**config.mk**
```make
export PLATFORM = sky130hd
export DESIGN_NAME = tmsw_config_control
export DESIGN_NICKNAME = d
export VERILOG_FILES = /design/src/design/tmsw_config_control.v
export VERILOG_INCLUDE_DIRS = /design/src /design/src/design
export SDC_FILE = /design/constraint.sdc
export NUM_CORES = 1
export LEC_CHECK = 0
export BUFFER_PORTS_ARGS = -buffer_cell sky130_fd_sc_hd__buf_2
export CORE_MARGIN = 1.5
export CORE_UTILIZATION = 35
export DETAILED_ROUTE_END_ITERATION = 8
export PLACE_DENSITY = 0.52
export SLEW_MARGIN = 20
export SYNTH_ARGS = -nofsm -noshare
export SYNTH_HDL_FRONTEND = slang
export SYNTH_SLANG_ARGS = --single-unit
```
**constraint.sdc**
```tcl
create_clock -name pclk -period 2.2 [get_ports pclk]
set_input_delay 0.44 -clock pclk [delete_from_list [all_inputs] [get_ports pclk]]
set_output_delay 0.44 -clock pclk [all_outputs]
set_load 0.01 [all_outputs]
```
**src/design/tmsw_defs.vh**
```
`ifndef TMSW_DEFS_VH
`define TMSW_DEFS_VH

// ----------------------------------------------------------------
// register byte offsets
// ----------------------------------------------------------------
`define TMSW_OFS_FAST_MODES 12'h000
`define TMSW_OFS_TERM_PULSE 12'h004
`define TMSW_OFS_RX_SET 12'h008
`define TMSW_OFS_TX_SET 12'h00c
`define TMSW_OFS_AUX_MODES 12'h010
`define TMSW_OFS_STATUS 12'h014

// ----------------------------------------------------------------
// field positions
// ----------------------------------------------------------------
// fast modes and aux modes: [3:0] channel, [5:4] arrangement
`define TMSW_CH_LSB 0
`define TMSW_SM_LSB 4
`define TMSW_EN_BIT 6
// rx settings: [7:0] boost per channel, [8] global termination off
`define TMSW_EQ_LSB 0
`define TMSW_TO_BIT 8
// tx settings
`define TMSW_OTO_BIT 0
`define TMSW_OCL_BIT 1
`define TMSW_PE_LSB 2
// status: [0] parallel disabled, [7:1] slave address, [8] pulse active
`define TMSW_ST_PD_BIT 0
`define TMSW_ST_ADDR_LSB 1
`define TMSW_ST_PULSE_BIT 8

// ----------------------------------------------------------------
// encodings and reset values
// ----------------------------------------------------------------
`define TMSW_SM_QUAD 2'h0
`define TMSW_SM_DUAL 2'h1
`define TMSW_SM_SINGLE 2'h2
`define TMSW_ADDR_HIGH 4'h9
`define TMSW_RST_CH 4'h0
`define TMSW_RST_PULSE_EN 16'h0000
`define TMSW_RST_EQ 8'h00
`define TMSW_RST_PE 2'h0
`define TMSW_RST_MAP 16'h3210

// ----------------------------------------------------------------
// timing
// ----------------------------------------------------------------
`define TMSW_PULSE_MS 100
`define TMSW_CLK_KHZ 100000

`endif

```
**src/design/tmsw_config_control.v**
```verilog
// The register addresses and register access over APB were chosen for this implementation.
`timescale 1ns/1ps
`default_nettype none
`include "tmsw_defs.vh"

//Contract
//- quad, dual and single arrangements supported
//- serial activity overrides pins until reset
//- eight selectable slave addresses
//- reset pin restores every control register
//- serial: all arrangements, aux independent
//- parallel: quad only, one select
//- pulse-enabled inputs lose termination after switch
//- global termination off bit; default on
//- parallel control keeps terminations enabled
//- boost 6/12 dB, per channel or pin
//- output termination by bit or pin
//- output enable bit or pin tristates outputs
//- current level defaults to pin value
//- four preboost levels via field or pins
//- arrangement set only by serial field
//- quad default, whole group routed
//- quad link chosen by field or pins
//- all four lanes handled identically
//- address is 1001 plus three straps
//- dual selectors share one select, serial only
module tmsw_config_control #(
    parameter PULSE_CYCLES = `TMSW_PULSE_MS * `TMSW_CLK_KHZ
) (
    // clock and reset
    input wire pclk,
    input wire presetn,
    // apb slave
    input wire psel,
    input wire penable,
    input wire pwrite,
    input wire [11:0] paddr,
    input wire [31:0] pwdata,
    output reg [31:0] prdata,
    output reg pready,
    output reg pslverr,
    // serial control lines, watched for address matches
    input wire i2c_scl,
    input wire i2c_sda,
    input wire [2:0] slave_addr_strap,
    // parallel control pins
    input wire [1:0] pin_channel_select,
    input wire pin_boost_level,
    input wire pin_output_term_select,
    input wire pin_output_enable,
    input wire pin_output_current_level,
    input wire [1:0] pin_preboost_level,
    // switch controls towards the analog core
    output reg [1:0] fast_switch_arrangement,
    output reg [3:0] fast_channel_select,
    output reg [15:0] out_source_map,
    output reg fast_output_enable,
    output reg [15:0] input_term_enable,
    output reg [7:0] input_boost_level,
    output reg output_term_select,
    output reg output_current_level,
    output reg [1:0] output_preboost_level,
    output reg [1:0] aux_switch_arrangement,
    output reg [3:0] aux_channel_select,
    output reg parallel_disabled
);

    // counter width covers the full termination pulse
    localparam [31:0] PULSE_FULL = PULSE_CYCLES - 1;
    localparam [23:0] PULSE_LAST = PULSE_FULL[23:0];
    // snoop states
    localparam [1:0] ST_IDLE = 2'h0;
    localparam [1:0] ST_SHIFT = 2'h1;
    localparam [1:0] ST_WAIT = 2'h2;

    // ----------------------------------------------------------------
    // serial registers
    // ----------------------------------------------------------------
    reg [15:0] input_term_pulse_enable; // per input pulse enables
    reg input_term_global_off; // kills every input termination
    reg [1:0] sm_req; // stored arrangement, held legal
    reg [3:0] ch_req; // stored channel select
    reg en_req; // stored output enable
    reg [7:0] eq_req; // stored boost per channel
    reg oto_req; // stored output termination
    reg ocl_req; // stored current level
    reg [1:0] pe_req; // stored preboost
    reg [1:0] aux_sm_req; // stored aux arrangement
    reg [3:0] aux_ch_req; // stored aux channel
    reg pulse_active; // termination pulse running
    reg [23:0] pulse_cnt; // cycles into the pulse
    reg [1:0] prev_sm; // arrangement seen last cycle
    reg [3:0] prev_ch; // channel seen last cycle

    // snoop registers
    reg [1:0] i2c_state; // address snoop state
    reg scl_q; // previous clock line level
    reg sda_q; // previous data line level
    reg [7:0] i2c_shift; // address byte being collected
    reg [3:0] i2c_bits; // bits taken so far
    reg addr_match; // one-cycle pulse on a match

    // ----------------------------------------------------------------
    // address and bus decode
    // ----------------------------------------------------------------
    wire [6:0] slave_addr = {`TMSW_ADDR_HIGH, slave_addr_strap};
    wire apb_setup = psel & ~penable;
    wire apb_done = psel & penable & pready;
    wire apb_wr = apb_done & pwrite;
    // a bus access or an address match is serial control
    wire serial_event = apb_setup | addr_match;
    wire scl_rise = i2c_scl & ~scl_q;
    wire start_cond = i2c_scl & scl_q & sda_q & ~i2c_sda;
    wire stop_cond = i2c_scl & scl_q & ~sda_q & i2c_sda;
    wire [15:0] next_map; // lane sources before the register

    // arrangements outside the three legal codes fall back to quad
    function [1:0] tmsw_legal_sm;
        input [1:0] v;
        begin
            if (v == `TMSW_SM_DUAL || v == `TMSW_SM_SINGLE) begin
                tmsw_legal_sm = v;
            end else begin
                tmsw_legal_sm = `TMSW_SM_QUAD;
            end
        end
    endfunction

    // ----------------------------------------------------------------
    // sticky parallel disable
    // ----------------------------------------------------------------
    // only reset clears it
    always @(posedge pclk or negedge presetn) begin
        if (!presetn) begin
            parallel_disabled <= 1'b0;
        end else if (serial_event) begin
            parallel_disabled <= 1'b1;
        end
    end

    // ----------------------------------------------------------------
    // address snoop on the serial lines
    // ----------------------------------------------------------------
    // only the address byte is decoded
    always @(posedge pclk or negedge presetn) begin
        if (!presetn) begin
            i2c_state <= ST_IDLE;
            scl_q <= 1'b1;
            sda_q <= 1'b1;
            i2c_shift <= 8'h00;
            i2c_bits <= 4'h0;
            addr_match <= 1'b0;
        end else begin
            scl_q <= i2c_scl;
            sda_q <= i2c_sda;
            addr_match <= 1'b0;
            if (start_cond) begin
                // start or repeated start begins a new address byte
                i2c_state <= ST_SHIFT;
                i2c_bits <= 4'h0;
            end else if (stop_cond) begin
                i2c_state <= ST_IDLE;
            end else begin
                case (i2c_state)
                    ST_SHIFT: begin
                        if (scl_rise) begin
                            i2c_shift <= {i2c_shift[6:0], i2c_sda};
                            i2c_bits <= i2c_bits + 4'h1;
                            if (i2c_bits == 4'h6) begin
                                i2c_state <= ST_WAIT;
                                // compare the seven address bits just collected
                                if ({i2c_shift[5:0], i2c_sda} == slave_addr) begin
                                    addr_match <= 1'b1;
                                end
                            end
                        end
                    end
                    ST_WAIT: begin
                        // hold until the next start or stop
                        i2c_state <= ST_WAIT;
                    end
                    default: begin
                        i2c_state <= ST_IDLE;
                    end
                endcase
            end
        end
    end

    // ----------------------------------------------------------------
    // control registers
    // ----------------------------------------------------------------
    // registers mirror the pins until the first serial event
    always @(posedge pclk or negedge presetn) begin
        if (!presetn) begin
            input_term_pulse_enable <= `TMSW_RST_PULSE_EN;
            input_term_global_off <= 1'b0;
            sm_req <= `TMSW_SM_QUAD;
            ch_req <= `TMSW_RST_CH;
            en_req <= 1'b0;
            eq_req <= `TMSW_RST_EQ;
            oto_req <= 1'b0;
            ocl_req <= 1'b0;
            pe_req <= `TMSW_RST_PE;
            aux_sm_req <= `TMSW_SM_QUAD;
            aux_ch_req <= `TMSW_RST_CH;
        end else if (apb_wr) begin
            // a write beats pin tracking in the same cycle
            if (paddr == `TMSW_OFS_FAST_MODES) begin
                sm_req <= tmsw_legal_sm(pwdata[`TMSW_SM_LSB +: 2]);
                ch_req <= pwdata[`TMSW_CH_LSB +: 4];
                en_req <= pwdata[`TMSW_EN_BIT];
            end else if (paddr == `TMSW_OFS_TERM_PULSE) begin
                input_term_pulse_enable <= pwdata[15:0];
            end else if (paddr == `TMSW_OFS_RX_SET) begin
                eq_req <= pwdata[`TMSW_EQ_LSB +: 8];
                input_term_global_off <= pwdata[`TMSW_TO_BIT];
            end else if (paddr == `TMSW_OFS_TX_SET) begin
                oto_req <= pwdata[`TMSW_OTO_BIT];
                ocl_req <= pwdata[`TMSW_OCL_BIT];
                pe_req <= pwdata[`TMSW_PE_LSB +: 2];
            end else if (paddr == `TMSW_OFS_AUX_MODES) begin
                // aux arrangement is kept apart from the fast one
                aux_sm_req <= tmsw_legal_sm(pwdata[`TMSW_SM_LSB +: 2]);
                aux_ch_req <= pwdata[`TMSW_CH_LSB +: 4];
            end
        end else if (!parallel_disabled) begin
            // one select drives fast and aux paths, quad only
            sm_req <= `TMSW_SM_QUAD;
            ch_req <= {2'b00, pin_channel_select};
            aux_sm_req <= `TMSW_SM_QUAD;
            aux_ch_req <= {2'b00, pin_channel_select};
            en_req <= pin_output_enable;
            eq_req <= {8{pin_boost_level}};
            oto_req <= pin_output_term_select;
            ocl_req <= pin_output_current_level;
            pe_req <= pin_preboost_level;
            input_term_global_off <= 1'b0;
            input_term_pulse_enable <= `TMSW_RST_PULSE_EN;
        end
    end

    // ----------------------------------------------------------------
    // termination pulse after a source switch
    // ----------------------------------------------------------------
    // a new switch restarts the full pulse rather than extending it
    always @(posedge pclk or negedge presetn) begin
        if (!presetn) begin
            prev_sm <= `TMSW_SM_QUAD;
            prev_ch <= `TMSW_RST_CH;
            pulse_active <= 1'b0;
            pulse_cnt <= 24'h000000;
        end else begin
            prev_sm <= sm_req;
            prev_ch <= ch_req;
            if (sm_req != prev_sm || ch_req != prev_ch) begin
                pulse_active <= 1'b1;
                pulse_cnt <= 24'h000000;
            end else if (pulse_active) begin
                if (pulse_cnt == PULSE_LAST) begin
                    pulse_active <= 1'b0;
                end else begin
                    pulse_cnt <= pulse_cnt + 24'h000001;
                end
            end
        end
    end

    // ----------------------------------------------------------------
    // output registers
    // ----------------------------------------------------------------
    // every control leaves through a flip-flop to keep the core glitch free
    always @(posedge pclk or negedge presetn) begin
        if (!presetn) begin
            fast_switch_arrangement <= `TMSW_SM_QUAD;
            fast_channel_select <= `TMSW_RST_CH;
            fast_output_enable <= 1'b0;
            input_term_enable <= 16'hffff;
            input_boost_level <= `TMSW_RST_EQ;
            output_term_select <= 1'b0;
            output_current_level <= 1'b0;
            output_preboost_level <= `TMSW_RST_PE;
            aux_switch_arrangement <= `TMSW_SM_QUAD;
            aux_channel_select <= `TMSW_RST_CH;
            out_source_map <= `TMSW_RST_MAP;
        end else begin
            fast_switch_arrangement <= sm_req;
            fast_channel_select <= ch_req;
            fast_output_enable <= en_req;
            if (parallel_disabled) begin
                input_term_enable <= ~({16{input_term_global_off}} |
                    ({16{pulse_active}} & input_term_pulse_enable));
            end else begin
                input_term_enable <= 16'hffff;
            end
            input_boost_level <= eq_req;
            output_term_select <= oto_req;
            output_current_level <= ocl_req;
            output_preboost_level <= pe_req;
            aux_switch_arrangement <= aux_sm_req;
            aux_channel_select <= aux_ch_req;
            out_source_map <= next_map;
        end
    end

    // ----------------------------------------------------------------
    // per-lane source selection
    // ----------------------------------------------------------------
    // input n of link l is number 4*l+n; every lane uses the same rule
    genvar lane;
    generate
        for (lane = 0; lane < 4; lane = lane + 1) begin : g_lane
            localparam [31:0] LANE_NUM = lane;
            localparam [1:0] LANE_ID = LANE_NUM[1:0];
            reg [3:0] next_src;
            always @* begin
                next_src = 4'h0;
                case (sm_req)
                    `TMSW_SM_DUAL: begin
                        // both eight-way selectors follow the same select
                        next_src = {ch_req[2:1], LANE_ID[1], ch_req[0]};
                    end
                    `TMSW_SM_SINGLE: begin
                        next_src = ch_req;
                    end
                    default: begin
                        // the whole link moves as one group
                        next_src = {ch_req[1:0], LANE_ID};
                    end
                endcase
            end
            assign next_map[lane*4 +: 4] = next_src;
        end
    endgenerate

    // ----------------------------------------------------------------
    // apb read and response
    // ----------------------------------------------------------------
    // pready rises in the second access cycle; unmapped words read zero
    always @(posedge pclk or negedge presetn) begin
        if (!presetn) begin
            pready <= 1'b0;
            prdata <= 32'h00000000;
            pslverr <= 1'b0;
        end else begin
            pready <= psel & penable & ~pready;
            pslverr <= 1'b0;
            prdata <= 32'h00000000;
            if (psel & penable & ~pready) begin
                if (paddr == `TMSW_OFS_FAST_MODES) begin
                    prdata <= {25'h0, en_req, sm_req, ch_req};
                end else if (paddr == `TMSW_OFS_TERM_PULSE) begin
                    prdata <= {16'h0000, input_term_pulse_enable};
                end else if (paddr == `TMSW_OFS_RX_SET) begin
                    prdata <= {23'h0, input_term_global_off, eq_req};
                end else if (paddr == `TMSW_OFS_TX_SET) begin
                    prdata <= {28'h0, pe_req, ocl_req, oto_req};
                end else if (paddr == `TMSW_OFS_AUX_MODES) begin
                    prdata <= {26'h0, aux_sm_req, aux_ch_req};
                end else if (paddr == `TMSW_OFS_STATUS) begin
                    // writes here are ignored without error
                    prdata <= {23'h0, pulse_active, slave_addr, parallel_disabled};
                end else begin
                    pslverr <= 1'b1;
                end
            end
        end
    end

endmodule

`default_nettype wire

```
After elaboration in Yosys (flattened, before gate mapping)
Cells that the tools add are included.

storage, ports and cells
  output and inout bits = 92
  logic and storage cells = 197
  input bits = 62
  flip-flop bits (word level) = 174

cells by class
  $add $sub $neg = 2
  reduce and logical (&&, ||, !) cells = 15
  equal/unequal tests = 30
  bitwise operators = 22
  multiplexer cells = 94

operators by type and width
  cell                   number
  $mux 16                8
  $mux 24                3
  $mux 4                 13
  $mux 2                 20
  $mux 8                 5
  $mux 1                 36
  $mux 9                 4
  $pmux 4 s2             4
  $add 24x1->24 const B  1
  $eq 12x4->1 const B    2
  $eq 12x5->1 const B    2
  $eq 24x24->1 const B   1
  $and 16x16->16         1
  $not 16->16            1
  $or 16x16->16          1
  $eq 12x3->1 const B    1
  $logic_not 12->1       1
  $ne 2x1->1 const B     6
  $ne 2x2->1 const B     6
  $and 1x1->1            11
  $ne 4x4->1 const B     2
  $reduce_and 4->1       2
  $eq 7x7->1             1
  $not 1->1              7
  14 further kinds       24

Longest topological paths before layout
  word-level depth = 9
  gate-level depth with buffers = 8
  depth with buffers taken out = 7

Worst setup path after synthesis
No wires, ideal clock.

  path type = register -> register
  from = register pulse_cnt[0]
  to = register pulse_cnt[5]
  arrival time = 1.686 ns
  required time = 2.081 ns
  stages on the path, launching flop included = 8
  setup time = 0.119 ns
  slack = 0.395 ns
  cells stage by stage = dfrtp_1 -> ha_1 -> and2_1 -> nand4_2 -> o21ai_2 -> buf_4 -> o31a_2 -> o21a_1

between the ends
  longest elaborated chain between the ends = 4
  elaborated cells between the ends (all ways) = 7

RTL lines
  element                 line                       source
  from (decl)             tmsw_config_control.v:91   reg [23:0] pulse_cnt;
  from (signal assigned)  tmsw_config_control.v:263  pulse_cnt <= pulse_cnt + 24'h000001;
  $add 24x1->24           tmsw_config_control.v:263
  $mux 24                 tmsw_config_control.v:260  if (pulse_cnt == PULSE_LAST) begin
  $mux 24                 tmsw_config_control.v:259  end else if (pulse_active) begin
  $mux 24                 tmsw_config_control.v:256  if (sm_req != prev_sm || ch_req != prev_ch) begin

Parallel ways exist; a longest one is shown, timed or not. The select of a mux whose other input is x is not followed.
A chain may end at the register's enable or synchronous reset.

Final worst setup path
  from = register pulse_cnt[2]
  to = register pulse_cnt[23]

The elaborated chain is that of the path after synthesis.

==> results.json <==
{
  "fmax_mhz": 533,
  "path_cells": "nand4_2 > nor3_4 > o211ai_2 > or4_1 > a21oi_1",
  "clkSlewWorstSetupHoldPaths_ps": 70,
  "place_congestion": 0.869,
  "cp.required_ps": 2540,
  "synth.yosys.seq_area_share_pct": 56.5,
  "irDropWorstVdd_uv": 472,
  "cts.root.buffer_cell": "clkbuf_16",
  "grt_max_degree": 57,
  "synth.most_common_cell": "dfrtp_1",
  "maxCapViolations": 0,
  "setup_tns_ps": 0,
  "htreeDepth": 4,
  "vias_per_cell": 5.13,
  "fp.dieW_um": 140,
  "cp-end-kind": "flip-flop",
  "holdWs_ps": 144,
  "postCtsSetupRepairBufs": 0,
  "path_max_fanout": 5,
  "synth_flop_cell": "dfrtp_1",
  "slew_headroom_pct": 56.0,
  "fin_nets": 833,
  "synth_area_leader_cell": "dfrtp_1",
  "hold_viol": 0,
  "initialDrtViolationCount": 357,
  "crit_family": "simple AND/OR/NAND/NOR gates",
  "avgSynthCellArea_um2": 10.3,
  "synthesis.area_um2": 6610,
  "numPortBuffers": 121,
  "netlist.area_leader.share_pct": 48.5,
  "vias": 5201,
  "power_density_nw_per_um2": 752,
  "setup_violations": 0,
  "synth_edf_count": 0,
  "clock-sinks": 148,
  "grt_pass1_vias": 5144,
  "grtUsageTotal_pct": 18.2,
  "grt_pass1_wl_um": 27700,
  "row_count": 50,
  "leakage_nw": 3.83,
  "ff2ff_setup_slack_ps": 320,
  "dp_hpwl_um": 12200,
  "post_cts_resized": 0,
  "synth_cell_types": 60,
  "ys_ff_latch": 148,
  "fin_area_um2": 8020,
  "wl_per_cell_um": 16.8,
  "antenna_found_initial": 1,
  "slew_violations": 0,
  "cpMaxStageDelayCell": "or4_1",
  "io_pins": 154,
  "clk_latency_ps": 430,
  "synth-async-reset-ratio_pct": 100,
  "synth.area.top_cells": "dfrtp_1, dfstp_2, nand2_1",
  "netlist_top_cells_count": "dfrtp_1, nand2_1, nor2_1",
  "min_path_type": "in -> reg",
  "post_synth_inst_count": 644,
  "start_kind": "flip-flop",
  "cp.arrival_ps": 2220,
  "post-route-period-util_pct": 85.2,
  "post-route-util_pct": 43.2,
  "antenna_left": 0,
  "die_area_um2": 19700,
  "outcome": "finished, final reports clean",
  "fin_skew_ps": 8.08,
  "max_stage_delay_ps": 510,
  "core_area_um2": 18600,
  "cp_num_buf_inv": 0,
  "grt_overflow": 0,
  "cts_tree": "yes",
  "min_period_ps": 1880,
  "rsz0062_at_grt": "no",
  "area_growth_pct": 21.4,
  "cts_buffers": 17,
  "clk_path_buf_depth": 2,
  "layout-drive-gt1-share_pct": 27.8,
  "path_class": "reg -> reg",
  "drt_wl_total_um": 17000,
  "worst_slew_pin_slew_ps": 659,
  "drcViolationCount": 0,
  "drt_pass1_iterations": 7,
  "initial_core_util_pct": 35.5,
  "die_height_um": 140,
  "place_area_um2": 7440,
  "yosys_warnings": 0
}
-- metal layers --
metal	routed length, um	track usage (%)
met1	7810	24.8
met4	278	5.82
met2	7990	28.6
met5	0	0
met3	964	4.51
-- what timing repair did --
action	CTS	global route
hold buffers	1	0
setup endpoints to repair	0	0
hold endpoints to repair	9	0
-- sequential cells by signal, summed over array words and instances (netlist names), 4 cells and up --
| signal | flops |
|---|---|
| aux_ch_req | 4 |
| aux_channel_select | 4 |
| ch_req | 4 |
| eq_req | 8 |
| fast_channel_select | 4 |
| i2c_bits | 4 |
| i2c_shift | 6 |
| input_boost_level | 8 |
| input_term_enable | 16 |
| input_term_pulse_enable | 16 |
| out_source_map | 6 |
| prdata | 16 |
| pulse_cnt | 24 |
-- final timing paths --
kind | startpoint | end | cells after the start
min in group asynchronous | presetn | prdata[8] | 2
setup reg to reg | pulse_cnt[2] | pulse_cnt[23] | 5
setup / recovery | pulse_cnt[2] | pulse_cnt[23] | 5
hold reg to reg | aux_ch_req[2] | aux_channel_select[2] | 0
hold / removal | i2c_scl | scl_q | 1
max in group asynchronous | presetn | scl_q | 3
-- cells in the final DEF (no fill, tap or decap), types with 17 or more instances in the layout --
master / count
nand2_1: 94
o21ai_0: 34
clkbuf_16: 17
a21oi_1: 19
nor2_1: 53
dfrtp_1: 128
xnor2_1: 18
dfstp_2: 20
buf_4: 19
inv_1: 17
buf_2: 120
nand3_1: 21
-- stage by stage --
step | cells | setup slack (ps) | power [W]
floorplan | 659 | 395 | 0.00311
global placement | 979 | 153 | 0.00330
detailed placement | 979 | 96.3 | 0.00331
CTS | 1012 | 323 | 0.00610
global route | 1013 | 175 | 0.00630
finish | 1013 | 325 | 0.00603
-- cell type report --
type | instances | area [um^2]
fillers | 1806 | 10600
flip-flops and latches | 148 | 3730
clock buffers | 19 | 453
diodes | 1 | 2.50
clock inverters | 13 | 113
well taps | 234 | 293
multi-input cells | 437 | 2540
inverters | 17 | 63.8
repair buffers | 144 | 825
-- worst reg2reg max path: cells and delay by family (launching register included) --
family          cells  cell delay, ps
compound gates      2             380
simple gates        3             990
flops               1             430
-- power by group --
group	internal [W]	leakage (nW)	total [W]	switching, W
logic	0.000153	1.67	0.000393	0.000239
registers	0.00280	1.89	0.00286	0.0000653
clock network	0.00154	0.263	0.00277	0.00124
-- logic make-up after synthesis --
logic type	after synthesis	share of synthesized area (%)
adder cells (fa/ha/maj)	6	1.14
AO/OA/AOI/OAI	125	12.6
multiplexers	6	0.985
flip-flops	148	56.4
other	1	0.0568
buffers and inverters	74	5.95
AND/OR/NAND/NOR	260	19.6
XOR/XNOR	24	3.18
Power figures use the tool's default switching activity.
